==> config.mk <==
export PLATFORM = sky130hd
export DESIGN_NAME = xdsd_top
export DESIGN_NICKNAME = d
export VERILOG_FILES = /design/src/xdsd_pkg.sv /design/src/xdsd_nv_prog.sv /design/src/xdsd_top.sv
export SDC_FILE = /design/constraint.sdc
export NUM_CORES = 1
export LEC_CHECK = 0
export ABC_AREA = 1
export BUFFER_PORTS_ARGS = -buffer_cell sky130_fd_sc_hd__clkbuf_2
export CAP_MARGIN = 5
export CORE_AREA = 2 2 141 130
export CTS_BUF_LIST = sky130_fd_sc_hd__clkbuf_16
export DETAILED_ROUTE_END_ITERATION = 16
export DIE_AREA = 0 0 143 132
export GPL_ROUTABILITY_DRIVEN = 0
export PLACE_DENSITY = 0.75
export SKIP_CTS_REPAIR_TIMING = 1
export SLEW_MARGIN = 30
export SYNTH_ARGS = -nofsm -noshare
export SYNTH_HDL_FRONTEND = slang
export SYNTH_SLANG_ARGS = --single-unit
==> constraint.sdc <==
create_clock -name CLOCK -period 3.03 [get_ports CLOCK]
set_clock_uncertainty 0.05 [all_clocks]
set_input_delay 0.4545 -clock CLOCK [delete_from_list [all_inputs] [get_ports CLOCK]]
set_output_delay 0.4545 -clock CLOCK [all_outputs]
set_load 0.02 [all_outputs]
==> src/xdsd_pkg.sv <==
// xdsd_pkg: shared constants and types of the external data space decoder
// assumes a 100 MHz system clock and a 12-bit APB byte address
package xdsd_pkg;

  // clock rate and derived cycle counts
  localparam int CLK_MHZ = 100;
  localparam int NV_ERASE_US = 1000;
  localparam int NV_PROG_US = 1000;
  localparam int BO_QUIET_US = 2000;
  localparam int NV_ERASE_CYC = NV_ERASE_US * CLK_MHZ;
  localparam int NV_PROG_CYC = NV_PROG_US * CLK_MHZ;
  localparam int BO_QUIET_CYC = BO_QUIET_US * CLK_MHZ;
  localparam int CNT_W = 20;

  // register indices and their byte addresses (index times four)
  localparam logic [7:0] PAGE_IDX = 8'hf6;
  localparam logic [7:0] AUX_IDX = 8'h8e;
  localparam logic [7:0] NVC_IDX = 8'hd2;
  localparam logic [11:0] PAGE_ADDR = {2'b00, PAGE_IDX, 2'b00};
  localparam logic [11:0] AUX_ADDR = {2'b00, AUX_IDX, 2'b00};
  localparam logic [11:0] NVC_ADDR = {2'b00, NVC_IDX, 2'b00};

  // values after reset
  localparam logic [7:0] PAGE_RST = 8'h00;
  localparam logic [7:0] AUX_RST = 8'h08;

  // auxiliary control field positions
  localparam int AUX_AO = 0;
  localparam int AUX_EXT = 1;
  localparam int AUX_XRS = 2;
  localparam int AUX_WS0 = 5;
  localparam int AUX_WS1 = 6;

  // nonvolatile control field positions
  localparam int NVC_BUSY = 0;
  localparam int NVC_EEE = 1;
  localparam int NVC_ERR = 2;
  localparam int NVC_INH = 3;

  // address map limits
  localparam logic [7:0] PAGE_EXT_MIN = 8'h08;
  localparam logic [15:0] NV_TOP = 16'h0fff;
  localparam logic [7:0] NV_BLANK = 8'hff;

  // where a data move goes
  typedef enum logic [1:0] {TGT_RAM, TGT_NV, TGT_EXT} xdsd_tgt_e;

  // access sequencer states
  typedef enum logic [2:0] {ST_IDLE, ST_RAM, ST_NV_RD, ST_EXT} xdsd_state_e;

  // programming phases
  typedef enum logic [1:0] {PH_IDLE, PH_ERASE, PH_PROG} xdsd_phase_e;

endpackage : xdsd_pkg

==> src/xdsd_nv_prog.sv <==
// xdsd_nv_prog: background erase-then-program timer for one nonvolatile byte
// assumes brownout is already synchronised to clk
`timescale 1ns/1ps
module xdsd_nv_prog #(
  parameter int ERASE_CYC = xdsd_pkg::NV_ERASE_CYC,
  parameter int PROG_CYC = xdsd_pkg::NV_PROG_CYC
) (
  input wire logic clk,
  input wire logic rst,
  input wire logic ce,
  input wire logic start,
  input wire logic brownout,
  output logic busy,
  output logic erase,
  output logic prog_on,
  output logic fault
);

  localparam int CW = xdsd_pkg::CNT_W;

  // refuse counts the counter cannot hold
  if (ERASE_CYC < 1 || ERASE_CYC >= 2 ** CW || PROG_CYC < 1 || PROG_CYC >= 2 ** CW) begin : g_chk
    $error("xdsd_nv_prog: cycle count out of range");
  end

  typedef struct packed {
    xdsd_pkg::xdsd_phase_e phase;
    logic [CW-1:0] cnt;
    logic busy;
    logic erase;
    logic prog_on;
    logic fault;
  } xdsd_prog_s;

  xdsd_prog_s r;
  xdsd_prog_s n;

  // erase then program as one sequence, cut short only by brownout
  always_comb begin
    n = r;
    n.fault = 1'b0;
    case (r.phase)
      xdsd_pkg::PH_IDLE: begin
        if (start) begin
          n.phase = xdsd_pkg::PH_ERASE;
          n.cnt = CW'(ERASE_CYC - 1);
        end
      end
      xdsd_pkg::PH_ERASE: begin
        if (r.cnt == '0) begin
          n.phase = xdsd_pkg::PH_PROG;
          n.cnt = CW'(PROG_CYC - 1);
        end else begin
          n.cnt = r.cnt - 1'b1;
        end
      end
      xdsd_pkg::PH_PROG: begin
        if (r.cnt == '0) begin
          n.phase = xdsd_pkg::PH_IDLE;
        end else begin
          n.cnt = r.cnt - 1'b1;
        end
      end
      default: n.phase = xdsd_pkg::PH_IDLE;
    endcase
    // low supply aborts the write and reports it
    if (brownout && r.phase != xdsd_pkg::PH_IDLE) begin
      n.phase = xdsd_pkg::PH_IDLE;
      n.cnt = '0;
      n.fault = 1'b1;
    end
    n.busy = (n.phase != xdsd_pkg::PH_IDLE);
    n.erase = (n.phase == xdsd_pkg::PH_ERASE);
    n.prog_on = (n.phase == xdsd_pkg::PH_PROG);
  end

  // state register
  always_ff @(posedge clk) begin
    if (rst) begin
      r <= '0;
    end else if (ce) begin
      r <= n;
    end
  end

  assign busy = r.busy;
  assign erase = r.erase;
  assign prog_on = r.prog_on;
  assign fault = r.fault;

endmodule : xdsd_nv_prog

==> src/xdsd_top.sv <==
// xdsd_top: external data space decoder with APB registers
// assumes core, RAM, nonvolatile array and external bus logic share CLOCK
//
// Functional notes
// - size field selects 256 to 2048 bytes of aux RAM; 11x reserved.
// - with external map off, moves inside aux RAM range hit internal RAM.
// - with external map on, every move goes to the external bus.
// - eight-bit moves take upper address from the page register.
// - one page value serves both eight-bit pointer registers.
// - page 08H to FFH sends eight-bit moves outside, page not driven high.
// - sixteen-bit moves reach aux RAM only with nonvolatile enable clear.
// - aux RAM moves take at least two clock cycles.
// - compatibility mode forces upper wait-state bit to zero.
// - external map off and enable set maps nonvolatile memory at 0000H-0FFFH.
// - enable clear makes nonvolatile memory unreachable.
// - eight-bit moves never reach nonvolatile memory.
// - with nonvolatile mapping, addresses above 0FFFH go external.
// - nonvolatile write runs in background; busy flag shows completion.
// - each byte write erases then programs, atomically.
// - no write starts if brown-out seen within last 2 ms.
// - brown-out during a write sets the error flag, bit 2.
// - busy flag bit 0 set while programming, blocks reads and writes.
// - latch idle bit: zero toggles strobe, one holds it weakly high.
//
// Local design decision: the APB register port.
`timescale 1ns/1ps
module xdsd_top #(
  parameter int NV_ERASE_CYC = xdsd_pkg::NV_ERASE_CYC,
  parameter int NV_PROG_CYC = xdsd_pkg::NV_PROG_CYC,
  parameter int BO_QUIET_CYC = xdsd_pkg::BO_QUIET_CYC
) (
  input wire logic CLOCK,
  input wire logic RST,
  input wire logic CE,
  // APB slave
  input wire logic PSEL,
  input wire logic PENABLE,
  input wire logic PWRITE,
  input wire logic [11:0] PADDR,
  input wire logic [31:0] PWDATA,
  output logic PREADY,
  output logic [31:0] PRDATA,
  output logic PSLVERR,
  // core data move request
  input wire logic CORE_REQ,
  input wire logic CORE_WR,
  input wire logic CORE_WIDE,
  input wire logic [15:0] CORE_ADDR,
  input wire logic [7:0] CORE_WDATA,
  input wire logic COMPAT_MODE,
  output logic CORE_DONE,
  output logic [7:0] CORE_RDATA,
  // internal auxiliary RAM
  input wire logic [7:0] RAM_RDATA,
  output logic RAM_EN,
  output logic RAM_WE,
  output logic [10:0] RAM_ADDR,
  output logic [7:0] RAM_WDATA,
  // nonvolatile data memory
  input wire logic [7:0] NV_RDATA,
  input wire logic BROWNOUT,
  output logic NV_RD,
  output logic [11:0] NV_ADDR,
  output logic [7:0] NV_WDATA,
  output logic NV_ERASE,
  output logic NV_PROGRAM,
  // external memory bus
  input wire logic EXT_DONE,
  input wire logic [7:0] EXT_RDATA,
  output logic EXT_REQ,
  output logic EXT_WE,
  output logic [15:0] EXT_ADDR,
  output logic EXT_HI_DRIVE,
  output logic [7:0] EXT_WDATA,
  output logic [1:0] EXT_WAIT,
  output logic EXT_ALE_IDLE_HIGH
);

  localparam int CW = xdsd_pkg::CNT_W;
  localparam logic [CW-1:0] BO_TOP = CW'(BO_QUIET_CYC);

  // refuse a quiet window the counter cannot hold
  if (BO_QUIET_CYC < 1 || BO_QUIET_CYC >= 2 ** CW) begin : g_chk
    $error("xdsd_top: brown-out window out of range");
  end

  typedef struct packed {
    // software registers
    logic [7:0] page;
    logic [7:0] aux;
    logic eee;
    logic err;
    // brown-out synchroniser and quiet timer
    logic bo_meta;
    logic bo_sync;
    logic [CW-1:0] bo_cnt;
    // access sequencer
    xdsd_pkg::xdsd_state_e state;
    logic done;
    logic [7:0] rdata;
    logic [7:0] wdata;
    logic ram_en;
    logic ram_we;
    logic [10:0] ram_addr;
    logic nv_rd;
    logic nv_start;
    logic [11:0] nv_addr;
    logic [7:0] nv_wdata;
    logic ext_req;
    logic ext_we;
    logic [15:0] ext_addr;
    logic ext_hi;
    logic [1:0] ext_wait;
    // APB answer
    logic pready;
    logic [31:0] prdata;
    logic pslverr;
  } xdsd_top_s;

  xdsd_top_s r;
  xdsd_top_s n;

  logic nv_busy;
  logic nv_fault;
  logic nv_erase_q;
  logic nv_prog_q;

  // last enabled RAM page for a size code
  function automatic logic [2:0] last_page(input logic [2:0] aux_ram_size_field);
    case (aux_ram_size_field)
      3'b000: last_page = 3'd0;
      3'b001: last_page = 3'd1;
      3'b010: last_page = 3'd2;
      3'b011: last_page = 3'd3;
      3'b100: last_page = 3'd6;
      3'b101: last_page = 3'd7;
      default: last_page = 3'd2;
    endcase
  endfunction : last_page

  // decode of one data move against the current map
  function automatic xdsd_pkg::xdsd_tgt_e route(
    input logic wide,
    input logic [15:0] a,
    input logic [7:0] page,
    input logic [7:0] aux,
    input logic eee
  );
    logic [2:0] lp;
    lp = last_page(aux[xdsd_pkg::AUX_XRS +: 3]);
    if (aux[xdsd_pkg::AUX_EXT]) begin
      route = xdsd_pkg::TGT_EXT;
    end else if (wide && eee) begin
      if (a <= xdsd_pkg::NV_TOP) begin
        route = xdsd_pkg::TGT_NV;
      end else begin
        route = xdsd_pkg::TGT_EXT;
      end
    end else if (wide) begin
      if (a[15:11] == 5'b00000 && a[10:8] <= lp) begin
        route = xdsd_pkg::TGT_RAM;
      end else begin
        route = xdsd_pkg::TGT_EXT;
      end
    end else if (page >= xdsd_pkg::PAGE_EXT_MIN) begin
      route = xdsd_pkg::TGT_EXT;
    end else if (page[2:0] <= lp) begin
      route = xdsd_pkg::TGT_RAM;
    end else begin
      route = xdsd_pkg::TGT_EXT;
    end
  endfunction : route

  // background programming timer
  xdsd_nv_prog #(
    .ERASE_CYC(NV_ERASE_CYC),
    .PROG_CYC(NV_PROG_CYC)
  ) u_prog (
    .clk(CLOCK),
    .rst(RST),
    .ce(CE),
    .start(r.nv_start),
    .brownout(r.bo_sync),
    .busy(nv_busy),
    .erase(nv_erase_q),
    .prog_on(nv_prog_q),
    .fault(nv_fault)
  );

  // next-state logic of the whole block
  always_comb begin
    logic acc;
    logic hit;
    logic commit;
    logic blocked;
    logic quiet;
    logic [15:0] eff;
    xdsd_pkg::xdsd_tgt_e tgt;
    acc = 1'b0;
    hit = 1'b0;
    commit = 1'b0;
    blocked = 1'b0;
    quiet = 1'b0;
    eff = '0;
    tgt = xdsd_pkg::TGT_EXT;
    n = r;

    // brown-out level through two flops
    n.bo_meta = BROWNOUT;
    n.bo_sync = r.bo_meta;

    // time since brown-out last seen, counts from reset too
    if (r.bo_sync) begin
      n.bo_cnt = '0;
    end else if (r.bo_cnt != BO_TOP) begin
      n.bo_cnt = r.bo_cnt + 1'b1;
    end
    quiet = (r.bo_cnt == BO_TOP);

    // APB: answer in the second access cycle
    acc = PSEL && PENABLE;
    hit = (PADDR == xdsd_pkg::PAGE_ADDR) || (PADDR == xdsd_pkg::AUX_ADDR) ||
          (PADDR == xdsd_pkg::NVC_ADDR);
    n.pready = acc && !r.pready;
    n.pslverr = acc && !r.pready && !hit;
    n.prdata = '0;
    if (acc && !r.pready && !PWRITE) begin
      if (PADDR == xdsd_pkg::PAGE_ADDR) begin
        n.prdata = {24'h00_0000, r.page};
      end else if (PADDR == xdsd_pkg::AUX_ADDR) begin
        n.prdata = {24'h00_0000, r.aux};
      end else if (PADDR == xdsd_pkg::NVC_ADDR) begin
        n.prdata = {28'h000_0000, quiet, r.err, r.eee, nv_busy};
      end
    end
    commit = acc && r.pready && PWRITE && !r.pslverr;

    // register writes take effect at the completing edge
    if (commit && PADDR == xdsd_pkg::PAGE_ADDR) begin
      n.page = PWDATA[7:0];
    end
    if (commit && PADDR == xdsd_pkg::AUX_ADDR) begin
      n.aux = PWDATA[7:0];
      if (PWDATA[xdsd_pkg::AUX_XRS + 2 -: 2] == 2'b11) begin
        n.aux[xdsd_pkg::AUX_XRS +: 3] = r.aux[xdsd_pkg::AUX_XRS +: 3];
      end
    end
    if (commit && PADDR == xdsd_pkg::NVC_ADDR) begin
      n.eee = PWDATA[xdsd_pkg::NVC_EEE];
      n.err = PWDATA[xdsd_pkg::NVC_ERR];
    end
    // hardware set of the error flag wins over a clear
    if (nv_fault) begin
      n.err = 1'b1;
    end

    // wait states and latch idle control follow the register
    n.ext_wait = {r.aux[xdsd_pkg::AUX_WS1] && !COMPAT_MODE, r.aux[xdsd_pkg::AUX_WS0]};

    // one-cycle strobes fall by default
    n.done = 1'b0;
    n.nv_start = 1'b0;
    n.nv_rd = 1'b0;
    n.ram_en = 1'b0;
    n.ram_we = 1'b0;

    // eight-bit moves use the page register for the high byte
    eff = CORE_WIDE ? CORE_ADDR : {r.page, CORE_ADDR[7:0]};
    tgt = route(CORE_WIDE, CORE_ADDR, r.page, r.aux, r.eee);
    blocked = nv_busy || r.nv_start;

    // access sequencer
    case (r.state)
      xdsd_pkg::ST_IDLE: begin
        if (CORE_REQ) begin
          n.wdata = CORE_WDATA;
          case (tgt)
            xdsd_pkg::TGT_RAM: begin
              n.ram_en = 1'b1;
              n.ram_we = CORE_WR;
              n.ram_addr = eff[10:0];
              n.state = xdsd_pkg::ST_RAM;
            end
            xdsd_pkg::TGT_NV: begin
              n.nv_addr = blocked ? r.nv_addr : CORE_ADDR[11:0]; // write in flight keeps its byte
              if (blocked) begin
                n.rdata = xdsd_pkg::NV_BLANK;
                n.done = 1'b1;
              end else if (CORE_WR) begin
                n.nv_wdata = CORE_WDATA; // held through erase and program
                n.nv_start = quiet;
                n.done = 1'b1;
              end else begin
                n.nv_rd = 1'b1;
                n.state = xdsd_pkg::ST_NV_RD;
              end
            end
            default: begin
              n.ext_req = 1'b1;
              n.ext_we = CORE_WR;
              n.ext_addr = eff;
              n.ext_hi = CORE_WIDE || r.page < xdsd_pkg::PAGE_EXT_MIN;
              n.state = xdsd_pkg::ST_EXT;
            end
          endcase
        end
      end
      xdsd_pkg::ST_RAM: begin
        n.rdata = RAM_RDATA;
        n.done = 1'b1;
        n.state = xdsd_pkg::ST_IDLE;
      end
      xdsd_pkg::ST_NV_RD: begin
        n.rdata = NV_RDATA;
        n.done = 1'b1;
        n.state = xdsd_pkg::ST_IDLE;
      end
      xdsd_pkg::ST_EXT: begin
        if (EXT_DONE) begin
          n.rdata = EXT_RDATA;
          n.ext_req = 1'b0;
          n.done = 1'b1;
          n.state = xdsd_pkg::ST_IDLE;
        end
      end
      default: n.state = xdsd_pkg::ST_IDLE;
    endcase
  end

  // single state register, frozen while CE is low
  always_ff @(posedge CLOCK) begin
    if (RST) begin
      r <= '0;
      r.page <= xdsd_pkg::PAGE_RST;
      r.aux <= xdsd_pkg::AUX_RST;
    end else if (CE) begin
      r <= n;
    end
  end

  // APB outputs
  assign PREADY = r.pready;
  assign PRDATA = r.prdata;
  assign PSLVERR = r.pslverr;

  // core answer
  assign CORE_DONE = r.done;
  assign CORE_RDATA = r.rdata;

  // RAM port
  assign RAM_EN = r.ram_en;
  assign RAM_WE = r.ram_we;
  assign RAM_ADDR = r.ram_addr;
  assign RAM_WDATA = r.wdata;
  // nonvolatile port
  assign NV_RD = r.nv_rd;
  assign NV_ADDR = r.nv_addr;
  assign NV_WDATA = r.nv_wdata;
  assign NV_ERASE = nv_erase_q;
  assign NV_PROGRAM = nv_prog_q;
  // external bus port
  assign EXT_REQ = r.ext_req;
  assign EXT_WE = r.ext_we;
  assign EXT_ADDR = r.ext_addr;
  assign EXT_HI_DRIVE = r.ext_hi;
  assign EXT_WDATA = r.wdata;
  assign EXT_WAIT = r.ext_wait;
  assign EXT_ALE_IDLE_HIGH = r.aux[xdsd_pkg::AUX_AO];

endmodule : xdsd_top

Word level (Yosys, flattened, before mapping) --
Cells that the tools add are included. Widths: inputs -> output; s select.
Storage, ports and cells: register bits 176, logic and storage cells 171, output and inout port bits 117
Cells by class: $lt $le $gt $ge 5, reduce and logical (&&, ||, !) cells 52, equality and inequality tests 27, bitwise gates (word level) 3, mux-type cells 49, $add $sub $neg 2
Operator list (number):
- $mux 20 | 4
- $mux 74 | 1
- $mux 22 | 3
- $pmux 20 s3 | 1
- $mux 8 | 6
- $eq 12x10->1 const B | 3
- $pmux 9 s4 | 1
- $mux 35 | 1
- $mux 12 | 2
- $add 20x1->20 const B | 1
- $eq 20x18->1 const B | 1
- $logic_not 20->1 | 1
- $mux 2 | 10
- $ne 20x18->1 const B | 1
- $sub 20x1->20 const B | 1
- $mux 19 | 1
- $le 16x12->1 const B | 1
- $mux 16 | 1
- $pmux 3 s5 | 1
- $reduce_and 5->1 | 3
- $logic_and 1x1->1 | 14
- $mux 13 | 1
- $pmux 3 s2 | 2
- $reduce_and 4->1 | 3
- 30 further kinds | 74

Longest topological paths before layout --
Gate-level depths: netlist of run 1.
depth after elaboration 13, mapped depth 18, gate-level depth less buffers 17

Cells and area by module --
From an unflattened synthesis of run 1, not the netlist that was laid out.
Second synthesis, totals: cells, all modules 1272, area, all modules 8540.7 µm²
By module, submodules not included:
- xdsd_top | area an instance 6815.3 µm², cells an instance 987, sequential area each 2502.4 µm², times used 1
- xdsd_nv_prog | area an instance 1725.4 µm², cells an instance 285, sequential area each 520.5 µm², times used 1

Worst setup path before layout of run 1 --
Ideal clock, no wire load.
kind in2reg, from in CORE_ADDR[10], to reg r (netlist bit EXT_WE), stages on the path 14, arrival time 1.801 ns, library setup time 0.116 ns, setup slack 1.063 ns, data required time 2.864 ns, path through ha_1 nand2_1 nor2_1 a21oi_1 nand2_1 nand2_1 nand2_1 nand2_1 nand2_1 nand2_2 inv_2 buf_4 nor2_1 nor2_1
Between the ends: cells in the longest elaborated chain, start to end 10, elaborated cells on any way between the ends 13, classes of those cells 2 x order compare; 1 x eq/ne; 5 x mux; 1 x bitwise; 4 x reduce/logical
RTL lines:
- start: declaration | line xdsd_top.sv:48 | input wire logic [15:0] CORE_ADDR,
- branches (longest 4 deep; another with $le 16x12->1)
- $mux 2 (*) | line xdsd_top.sv:153 | end else if (wide && eee) begin
- $mux 2 (*) | line xdsd_top.sv:151 | if (aux[xdsd_pkg::AUX_EXT]) begin
- $eq 2x1->1 or $logic_not 2->1 (tied branches) | line xdsd_top.sv:277 | case (tgt)
- $reduce_or 2->1 (no line) (*)
- $not 1->1 (no line) (*)
- $reduce_and 4->1 (no line) (*)
- end signal: assignment | line xdsd_top.sv:337 | r <= n;
- end: declaration | line xdsd_top.sv:120 | xdsd_top_s r;
Mark *: on every way between the ends. A chain may end at the register's enable or synchronous reset.

Worst setup path after layout of run 1 --
from reg r[107] in the netlist's numbering, to reg r[75] in the netlist's numbering
Between the ends: cells in the longest elaborated chain, start to end 2
RTL lines:
- $logic_not 3->1 | line xdsd_top.sv:273 | case (r.state)
- $mux 35 | line xdsd_top.sv:273
Every way passes these cells.

==> results.txt, run 1 <==
total leakage power -> 0.004320 µW
clk_lat worst skew -> 0.44 ns
PwrDens -> 476.5 nW/µm²
Yosys cell types -> 43
unrepaired setup endpoints after global routing -> no
most common cell after layout, fill and taps aside -> sky130_fd_sc_hd__nand2_1
internal power summed over all cells -> 3242 µW
critical path fanouts, max -> 12
DR vias -> 8035
global routing usage summed across all routing layers -> 0.2233
count of routing violations after the opening detailed-route iteration -> 523
initial core utilization -> 0.4947
antenna diode count -> 0
pin slew with the least headroom to its limit -> 0.7619 ns
Seq/Total Area, Yosys -> 0.3528
most used flip-flop cell after synthesis -> sky130_fd_sc_hd__dfxtp_1
number of enable-type register cells in the synthesized netlist -> 0
filler cell count in the final layout -> 1653
number of clock sinks -> 151
highest attainable clock frequency -> 403.5 MHz
FF+latch count, synth -> 151
H-tree depth reported by CTS -> 4
total negative slack for setup checks -> 0 ns
drt first pass iters -> 5
count of final max-slew check failures -> 0
clock slew at reported path FFs -> 0.07 ns
layout cells sized above 1 -> 0.1861
Power Total -> 4510 µW
run status -> complete, no violations
Synth Cell Area -> 8569 µm²
Final Net Count -> 1477
hold_ws -> 0.1953 ns
via count normalized by instance count -> 4.991
Worst Path Class, Setup -> flip-flop to flip-flop
power share of the sequential group -> 0.456
data required time at the worst endpoint -> 3.35 ns
DRT antenna net count -> 0
area added between synthesis and finish -> 10.45%
dpl hpwl -> 15.62 mm
switching fraction of total power -> 0.2811
CTS tree -> yes
largest net degree at the start of global routing -> 72
logic gate share of total power -> 0.096
number of hold-slack violations in the final timing report -> 0
number of DRC violations after detailed routing -> 0
commonest cells after routing, fill and taps aside -> sky130_fd_sc_hd__nand2_1, sky130_fd_sc_hd__nor2_1, sky130_fd_sc_hd__clkbuf_2, sky130_fd_sc_hd__dfxtp_1, sky130_fd_sc_hd__inv_1
routed wire length -> 20.99 mm
cell breakdown of the critical path -> inv_1, ha_1, nand2_1, nor2_1, buf_4, inv_2, nor3_2, buf_4, inv_2, nor3_1, a21oi_1, nor2_1
switching pwr -> 1268 µW
crit share post-route -> 0.8179
Ys Warns -> 0
vias in the first global route -> 7144
slowest library cell on the worst path -> sky130_fd_sc_hd__dfxtp_1
Max-slew headroom -> 0.4921
crit start category -> flip-flop
Root Buffer Master -> sky130_fd_sc_hd__clkbuf_16
Crit path arrival time -> 2.79 ns
die width -> 143 µm
Total Die Area -> 18880 µm²
Worst setup EP type -> flip-flop
number of placed I/O pins -> 221
ys async rst share -> 0
routed length per placed instance -> 13.04 µm
buffers from clock root to sink, at most -> 2
chip height -> 132 µm
number of instances in the synthesized netlist -> 1281
GR Overflow Total -> 0
Max VDD drop -> 0.4031 mV
Avg Inst Size Synth -> 6.690 µm²
input/output buffers -> 172
number of buffers created by CTS -> 17
pre-CTS WS -> 0.5119 ns
number of cell rows -> 46
global-route wire length before repair -> 34.40 mm
portion of total power attributed to the clock network -> 0.447
number of antenna violations at the first check in global routing -> 0
CP peak stage delay -> 0.33 ns
number of max-cap violations -> 0
core box area -> 17320 µm²
Min Clock Period, post-route -> 2.478 ns
Finish-stage setup viols -> 0
minimum setup slack in the final design -> 0.5517 ns
class of the tightest hold or removal check -> input port to flip-flop
-- power by group through the flow --
stage	Sequential (µW)	Clock [µW]	Combinational, µW
floorplan	2100	0	351
global placement	2100	0	429
detailed placement	2100	0	432
CTS	2060	2050	434
global route	2060	2150	484
finish	2060	2020	434
-- sequential cells by signal (all words and copies together) (netlist names), 2 cells and up --
| name | count |
|---|---|
| r | 40 |
| u_prog.r | 22 |
| EXT_ADDR | 16 |
| NV_ADDR | 12 |
| RAM_ADDR | 11 |
| CORE_RDATA | 8 |
| EXT_WDATA | 8 |
| NV_WDATA | 8 |
| PRDATA | 8 |
| EXT_WAIT | 2 |
| n | 2 |
-- Yosys cell counts, drive strengths merged, types with 2 or more instances --
| cell | number | share of area |
|---|---|---|
| nand4 | 25 | 0.021 |
| xor2 | 13 | 0.013 |
| buf | 126 | 0.11 |
| dfxtp | 151 | 0.35 |
| or2 | 5 | 0.0037 |
| a211oi | 11 | 0.0096 |
| nand3 | 57 | 0.037 |
| clkinv | 2 | 0.00088 |
| o211ai | 5 | 0.0044 |
| inv | 129 | 0.057 |
| xnor2 | 4 | 0.0041 |
| o21ai | 95 | 0.057 |
| a21oi | 102 | 0.061 |
| nand3b | 2 | 0.0018 |
| nor2 | 232 | 0.11 |
| clkbuf | 23 | 0.010 |
| nor3 | 20 | 0.013 |
| ha | 16 | 0.023 |
| nand2 | 257 | 0.11 |
-- kinds of logic (layout without fill, tap and decap cells) --
kind of cell	after synthesis	in the layout	share of synthesized area
adders and majority gates	16	16	0.02336
DFF	151	151	0.3528
and+or+nand+nor	600	600	0.2989
xor gates and xnor gates	17	17	0.01737
AOI/OAI and AO/OA	216	216	0.1342
other	1	24	0.0004376
buffers and inverters	280	346	0.1730
-- per-stage QoR --
stage / instance area, µm² / util / cells
2_1_floorplan: 8656 / - / 1304
3_3_place_gp: 8909 / 0.5142 / 1578
3_5_place_dp: 8909 / 0.5142 / 1578
4_1_cts: 9465 / 0.5464 / 1610
5_1_grt: 9465 / 0.5464 / 1610
6_report: 9465 / 0.5464 / 1610
-- cell type report --
class | instances | area [µm²] | area share
multi-input cells | 873 | 4150 | 0.4385
well taps | 240 | 300.3 | 0.03173
repair buffers | 183 | 943.4 | 0.09967
clock buffers | 17 | 425.4 | 0.04494
inverters | 131 | 491.7 | 0.05195
flip-flops and latches | 151 | 3023 | 0.3194
clock inverters | 15 | 131.4 | 0.01388
-- critical path: cells and delay by family (launching register included) --
kind            cells  cell delay, ns
fa+ha+maj           1            0.33
flops               1            0.33
buf+inv             5            0.83
compound gates      1            0.06
simple gates        5            0.83
-- path summary, 6_finish.rpt --
check / slack [ns] / cells after the start / start / end
hold reg to reg: 0.41 / 2 / CORE_RDATA[5] / CORE_RDATA[5]
setup / recovery: 0.55 / 12 / r[107] / r[75]
hold / removal: 0.20 / 3 / BROWNOUT / n[130]
setup reg to reg: 0.55 / 12 / r[107] / r[75]
-- routing by layer --
metal | vias to the layer above | track usage | wire length (µm) | part of all wire
met5 | - | 0 | 0 | 0
met4 | 0 | 0.07976 | 396 | 0.019
met3 | 34 | 0.05013 | 1433 | 0.068
met2 | 282 | 0.3525 | 9438 | 0.45
met1 | 3607 | 0.2993 | 9724 | 0.46
li1 | 4112 | - | - | -
(Power assumes the default switching activity.)
==> inputs of run 2 (changes only) <==
clock period = 2.3 ns   (was 3.03 ns; I/O delays follow)
==> results.txt, run 2 (synthesized netlist as in run 1, its figures left out) <==
Root Buffer Master -> sky130_fd_sc_hd__clkbuf_16
Critical path buffers and inverters -> 2
Max VDD drop -> 0.5084 mV
global-route wire length before repair -> 33.96 mm
R2R Setup Slk -> 0.23 ns
cell depth of the worst hold path -> 3
Min Clock Period, post-route -> 2.068 ns
CP peak stage delay -> 0.36 ns
most common cell after layout, fill and taps aside -> sky130_fd_sc_hd__nand2_1
clk_lat worst skew -> 0.43 ns
Max-slew headroom -> 0.4817
Crit path arrival time -> 2.30 ns
buffers from clock root to sink, at most -> 2
Worst Path Class, Setup -> flip-flop to flip-flop
number of DRC violations after detailed routing -> 0
filler cell count in the final layout -> 1675
hold_ws -> 0.1071 ns
r2r startpoint -> r[110]
routed wire length -> 21.03 mm
layout cells sized above 1 -> 0.1999
kind of cell with the highest combined delay on the critical path -> simple AND/OR/NAND/NOR gates
Critical R2R Capture -> r[128]
count of final max-slew check failures -> 0
GR Overflow Total -> 0
crit start category -> flip-flop
drt first pass iters -> 7
area used by sequential logic in the layout -> 3025 µm²
core occupancy in the finished layout -> 0.5579
CTS tree -> yes
DRT antenna net count -> 0
routed length per placed instance -> 12.94 µm
chip height -> 132 µm
vias in the first global route -> 7151
Power Total -> 6123 µW
via count normalized by instance count -> 4.935
input/output buffers -> 172
number of antenna violations at the first check in global routing -> 0
core box area -> 17320 µm²
destination of the worst hold path -> EXT_WDATA[3]
initial core utilization -> 0.4947
slowest library cell on the worst path -> sky130_fd_sc_hd__dfxtp_1
PwrDens -> 633.5 nW/µm²
number of placed I/O pins -> 221
number of cell rows -> 46
clock slew at reported path FFs -> 0.07 ns
launch instance of the worst min-delay path -> CORE_WDATA[3]
highest attainable clock frequency -> 483.6 MHz
number of max-cap violations -> 0
commonest cells after routing, fill and taps aside -> sky130_fd_sc_hd__nand2_1, sky130_fd_sc_hd__nor2_1, sky130_fd_sc_hd__clkbuf_2, sky130_fd_sc_hd__dfxtp_1, sky130_fd_sc_hd__inv_1
finished layout cell area -> 9664 µm²
number of buffers created by CTS -> 17
area of the multi-input gates -> 4174 µm²
class of the tightest hold or removal check -> input port to flip-flop
Total Die Area -> 18880 µm²
antenna diode count -> 0
minimum setup slack in the final design -> 0.2321 ns
Finish-stage setup viols -> 0
worst reg2reg path depth -> 10
run status -> complete, no violations
DR vias -> 8024
die width -> 143 µm
global routing usage summed across all routing layers -> 0.2195
flip-flop count of the largest register, all copies and words added -> 40
number of clock sinks -> 151
dpl hpwl -> 15.53 mm
Worst setup EP type -> flip-flop
instance area after placement -> 9041 µm²
area added between synthesis and finish -> 12.78%
H-tree depth reported by CTS -> 4
cell breakdown of the critical path -> inv_1, ha_1, nand3_1, nor2_1, nand4_1, o21ai_2, buf_4, nor2_1, a21oi_1, nor2_1
crit share post-route -> 0.8991
Final Net Count -> 1493
pin slew with the least headroom to its limit -> 0.7775 ns
pre-CTS WS -> 0.1591 ns
data required time at the worst endpoint -> 2.53 ns
critical path fanouts, max -> 24
total leakage power -> 0.004409 µW
number of hold-slack violations in the final timing report -> 0
cell repeated most along the worst path -> sky130_fd_sc_hd__nor2_1
count of routing violations after the opening detailed-route iteration -> 563
largest net degree at the start of global routing -> 72
Most flops, register -> r
==> run 2: worst max-delay path by stage <==
stage / slack [ns] / from / to / cells after the start
global placement: 0.22 / r[137] / EXT_ADDR[12] / 16
detailed placement: 0.16 / r[107] / r[75] / 10
global route: -0.04 / r[107] / r[75] / 10
finish: 0.23 / r[110] / r[128] / 10
floorplan: 0.37 / r[137] / EXT_WE / 16
CTS: 0.14 / r[137] / EXT_ADDR[8] / 17
==> run 2: routing by layer <==
layer  GRT usage  vias to the layer above  wire [µm]
met3     0.04577                       25       1148
met2      0.3533                      250       9757
met4     0.06106                        0        282
li1            -                     4137          -
met1      0.2977                     3612       9845
met5           0                        -          0
==> run 2: worst reg2reg max path, stage by stage (launching register included) <==
cell	delay (ns)
sky130_fd_sc_hd__dfxtp_1	0.36
sky130_fd_sc_hd__inv_1	0.11
sky130_fd_sc_hd__ha_1	0.16
sky130_fd_sc_hd__nand3_1	0.07
sky130_fd_sc_hd__nor2_1	0.14
sky130_fd_sc_hd__nand4_1	0.26
sky130_fd_sc_hd__o21ai_2	0.23
sky130_fd_sc_hd__buf_4	0.28
sky130_fd_sc_hd__nor2_1	0.09
sky130_fd_sc_hd__a21oi_1	0.12
sky130_fd_sc_hd__nor2_1	0.05
==> run 2: through the flow <==
step / setup TNS [ns] / cells
floorplan: 0 / 1304
global placement: 0 / 1594
detailed placement: 0 / 1594
CTS: 0 / 1626
global route: -0.04073 / 1626
finish: 0 / 1626
==> run 2: power breakdown <==
group,internal [µW],switching (µW),leakage (µW)
Combinational,193,401,0.00291
Sequential,2670,35.9,0.00122
Clock,1620,1200,0.000278
Total,4490,1640,0.00441
==> run 2: area by class of cell <==
| type | count | share of cell area |
|---|---|---|
| clock buffer | 17 | 0.04402 |
| clock inverter | 15 | 0.01748 |
| inverter | 131 | 0.05114 |
| multi-input combinational | 873 | 0.4319 |
| sequential | 151 | 0.3131 |
| tap | 240 | 0.03107 |
| timing repair buffer | 199 | 0.1113 |
==> inputs of run 3 (changes only) <==
ABC_AREA = not set   (was 1)
CORE_AREA = 2 2 131 133   (was 2 2 141 130)
DIE_AREA = 0 0 133 135   (was 0 0 143 132)
PLACE_DENSITY = 0.76   (was 0.75)
==> results.txt, run 3 <==
run status -> finished, violations left
failing checks -> negative setup slack
Finish-stage setup viols -> 18
number of DRC violations after detailed routing -> 0
largest net degree at the start of global routing -> 46
crit start category -> flip-flop
Avg Inst Size Synth -> 8.484 µm²
total leakage power -> 0.004111 µW
chip height -> 135 µm
H-tree depth reported by CTS -> 4
clock slew at reported path FFs -> 0.06 ns
share of the synthesized area in the top cell type -> 0.3715
global-route wire length before repair -> 33.94 mm
vias in the first global route -> 6740
PwrDens -> 815.2 nW/µm²
Min Clock Period, post-route -> 2.361 ns
Most flops, register -> r
Total Die Area -> 17960 µm²
number of hold-slack violations in the final timing report -> 0
unrepaired setup endpoints after global routing -> yes
cell breakdown of the critical path -> nand2b_4, ha_4, a21oi_1, a311o_1, and3_4, or4_4, clkbuf_16, mux2i_1
r2r startpoint -> r[137]
critical path fanouts, max -> 8
commonest cells after routing, fill and taps aside -> sky130_fd_sc_hd__clkbuf_2, sky130_fd_sc_hd__dfxtp_1, sky130_fd_sc_hd__nand2_1, sky130_fd_sc_hd__a21oi_1, sky130_fd_sc_hd__nor2_1
total negative slack for setup checks -> -0.6834 ns
number of enable-type register cells in the synthesized netlist -> 0
most numerous cell in the Yosys netlist -> sky130_fd_sc_hd__dfxtp_1
routed wire length -> 21.80 mm
DR vias -> 7427
area added between synthesis and finish -> 19.74%
Worst setup EP type -> flip-flop
clk_lat worst skew -> 0.43 ns
Worst setup startpoint -> r[137]
Yosys cell types -> 79
cell type with the highest aggregate area in the netlist -> sky130_fd_sc_hd__dfxtp_1
Ys Warns -> 0
die width -> 133 µm
buffers from clock root to sink, at most -> 2
flip-flop count of the largest register, all copies and words added -> 40
number of antenna violations at the first check in global routing -> 0
number of cell rows -> 47
highest attainable clock frequency -> 423.5 MHz
GR Overflow Total -> 0
via count normalized by instance count -> 5.614
core box area -> 16410 µm²
ys async rst share -> 0
number of placed I/O pins -> 221
Synth Cell Area -> 8137 µm²
number of instances in the synthesized netlist -> 959
drt first pass iters -> 5
most used flip-flop cell after synthesis -> sky130_fd_sc_hd__dfxtp_1
layout cells sized above 1 -> 0.2910
dpl hpwl -> 15.50 mm
worst reg2reg path depth -> 8
most common cell after layout, fill and taps aside -> sky130_fd_sc_hd__clkbuf_2
CTS tree -> yes
count of routing violations after the opening detailed-route iteration -> 494
Worst Path Class, Setup -> flip-flop to flip-flop
slowest library cell on the worst path -> sky130_fd_sc_hd__or4_4
count of final max-slew check failures -> 0
number of max-cap violations -> 0
routed length per placed instance -> 16.48 µm
number of clock sinks -> 151
global routing usage summed across all routing layers -> 0.2348
crit share post-route -> 1.027
top post-synthesis cells by count -> sky130_fd_sc_hd__dfxtp_1, sky130_fd_sc_hd__nand2_1, sky130_fd_sc_hd__buf_4, sky130_fd_sc_hd__a21oi_1, sky130_fd_sc_hd__nor2_1
crit path to -> EXT_WE
leading post-synthesis cells by cell area -> sky130_fd_sc_hd__dfxtp_1, sky130_fd_sc_hd__buf_4, sky130_fd_sc_hd__nand2_1
DRT antenna net count -> 0
class of the tightest hold or removal check -> input port to flip-flop
FF+latch count, synth -> 151
data required time at the worst endpoint -> 2.57 ns
antenna diode count -> 0
Critical R2R Capture -> EXT_WE
post-route insts no fill -> 1323
input/output buffers -> 172
Root Buffer Master -> sky130_fd_sc_hd__clkbuf_16
Placed Instances -> 1281
Final Net Count -> 1210
Max VDD drop -> 0.5112 mV
cell depth of the worst hold path -> 3
R2R Setup Slk -> -0.06 ns
Crit path arrival time -> 2.63 ns
Seq/Total Area, Yosys -> 0.3715
initial core utilization -> 0.4959
CP peak stage delay -> 0.47 ns
minimum setup slack in the final design -> -0.06118 ns
number of buffers created by CTS -> 17
[run 3: cell types whose count changed after synthesis, moves of 15 or more]
cell,previous run,this run
sky130_fd_sc_hd__a21oi_1,99,70
sky130_fd_sc_hd__inv_1,120,24
sky130_fd_sc_hd__mux2i_1,0,46
sky130_fd_sc_hd__nand2_1,255,124
sky130_fd_sc_hd__nand3_1,53,35
sky130_fd_sc_hd__nand4_1,23,8
sky130_fd_sc_hd__nor2_1,224,63
sky130_fd_sc_hd__o21ai_0,91,25
sky130_fd_sc_hd__or3_1,0,16
[run 3: layout make-up]
type,instances,area (µm²)
fill,1420,6664
clock inverter,15,211.5
clock buffer,17,425.4
tap,220,275.3
inverter,26,97.59
multi-input combinational,653,4203
timing repair buffer,241,1498
sequential,151,3033
[run 3: logic make-up after synthesis]
| family | after synthesis | share of synthesized area |
|---|---|---|
| simple gates | 349 | 0.2159 |
| compound gates | 199 | 0.1719 |
| buf+inv | 178 | 0.1353 |
| flops | 151 | 0.3715 |
| mux | 55 | 0.06951 |
| fa+ha+maj | 16 | 0.02460 |
| xor+xnor | 10 | 0.01076 |
| other cells | 1 | 0.0004609 |
[run 3: power by group]
group / internal [µW] / total (µW) / switching (µW) / leakage [µW]
Sequential: 2720 / 2820 / 104 / 0.00122
Clock: 1910 / 3030 / 1120 / 0.000322
Combinational: 911 / 2090 / 1180 / 0.00257
Total: 5540 / 7940 / 2400 / 0.00411
[run 3: critical path: cells and delay by family, from the launching register on]
kind | cells | cell delay (ns)
buf+inv | 1 | 0.20
flops | 1 | 0.36
fa+ha+maj | 1 | 0.29
simple gates | 3 | 0.80
mux | 1 | 0.13
compound gates | 2 | 0.41
[run 3: worst min path at each step]
stage,startpoint,to
after global routing,CORE_WDATA[5],EXT_WDATA[5]
after CTS,CORE_WDATA[4],EXT_WDATA[4]
after floorplan,r[141],r[141]
after detailed placement,NV_WDATA[7],NV_WDATA[7]
after global placement,NV_WDATA[5],NV_WDATA[5]
final,CORE_WDATA[4],EXT_WDATA[4]
[run 3: stage by stage]
step	utilization	hold slack, ns	total power (µW)	setup WS, ns	cell area, µm²
final	0.5938	0.09193	7943	-0.06118	9743
after global routing	0.5938	0.09932	8280	-0.09242	9743
after CTS	0.5849	0.08574	7777	-0.07499	9597
after detailed placement	0.5461	0.3993	4756	-0.04818	8960
after global placement	0.5461	0.3919	4724	0.03192	8960
after floorplan	-	0.3821	4070	-0.03072	8292
[run 3: per-layer routing]
| layer | GRT usage | up-vias | share of wire |
|---|---|---|---|
| met3 | 0.05480 | 40 | 0.068 |
| met1 | 0.2882 | 3486 | 0.42 |
| met4 | 0.09319 | 0 | 0.022 |
| met2 | 0.3998 | 295 | 0.49 |
| li1 | - | 3606 | - |
| met5 | 0 | - | 0 |
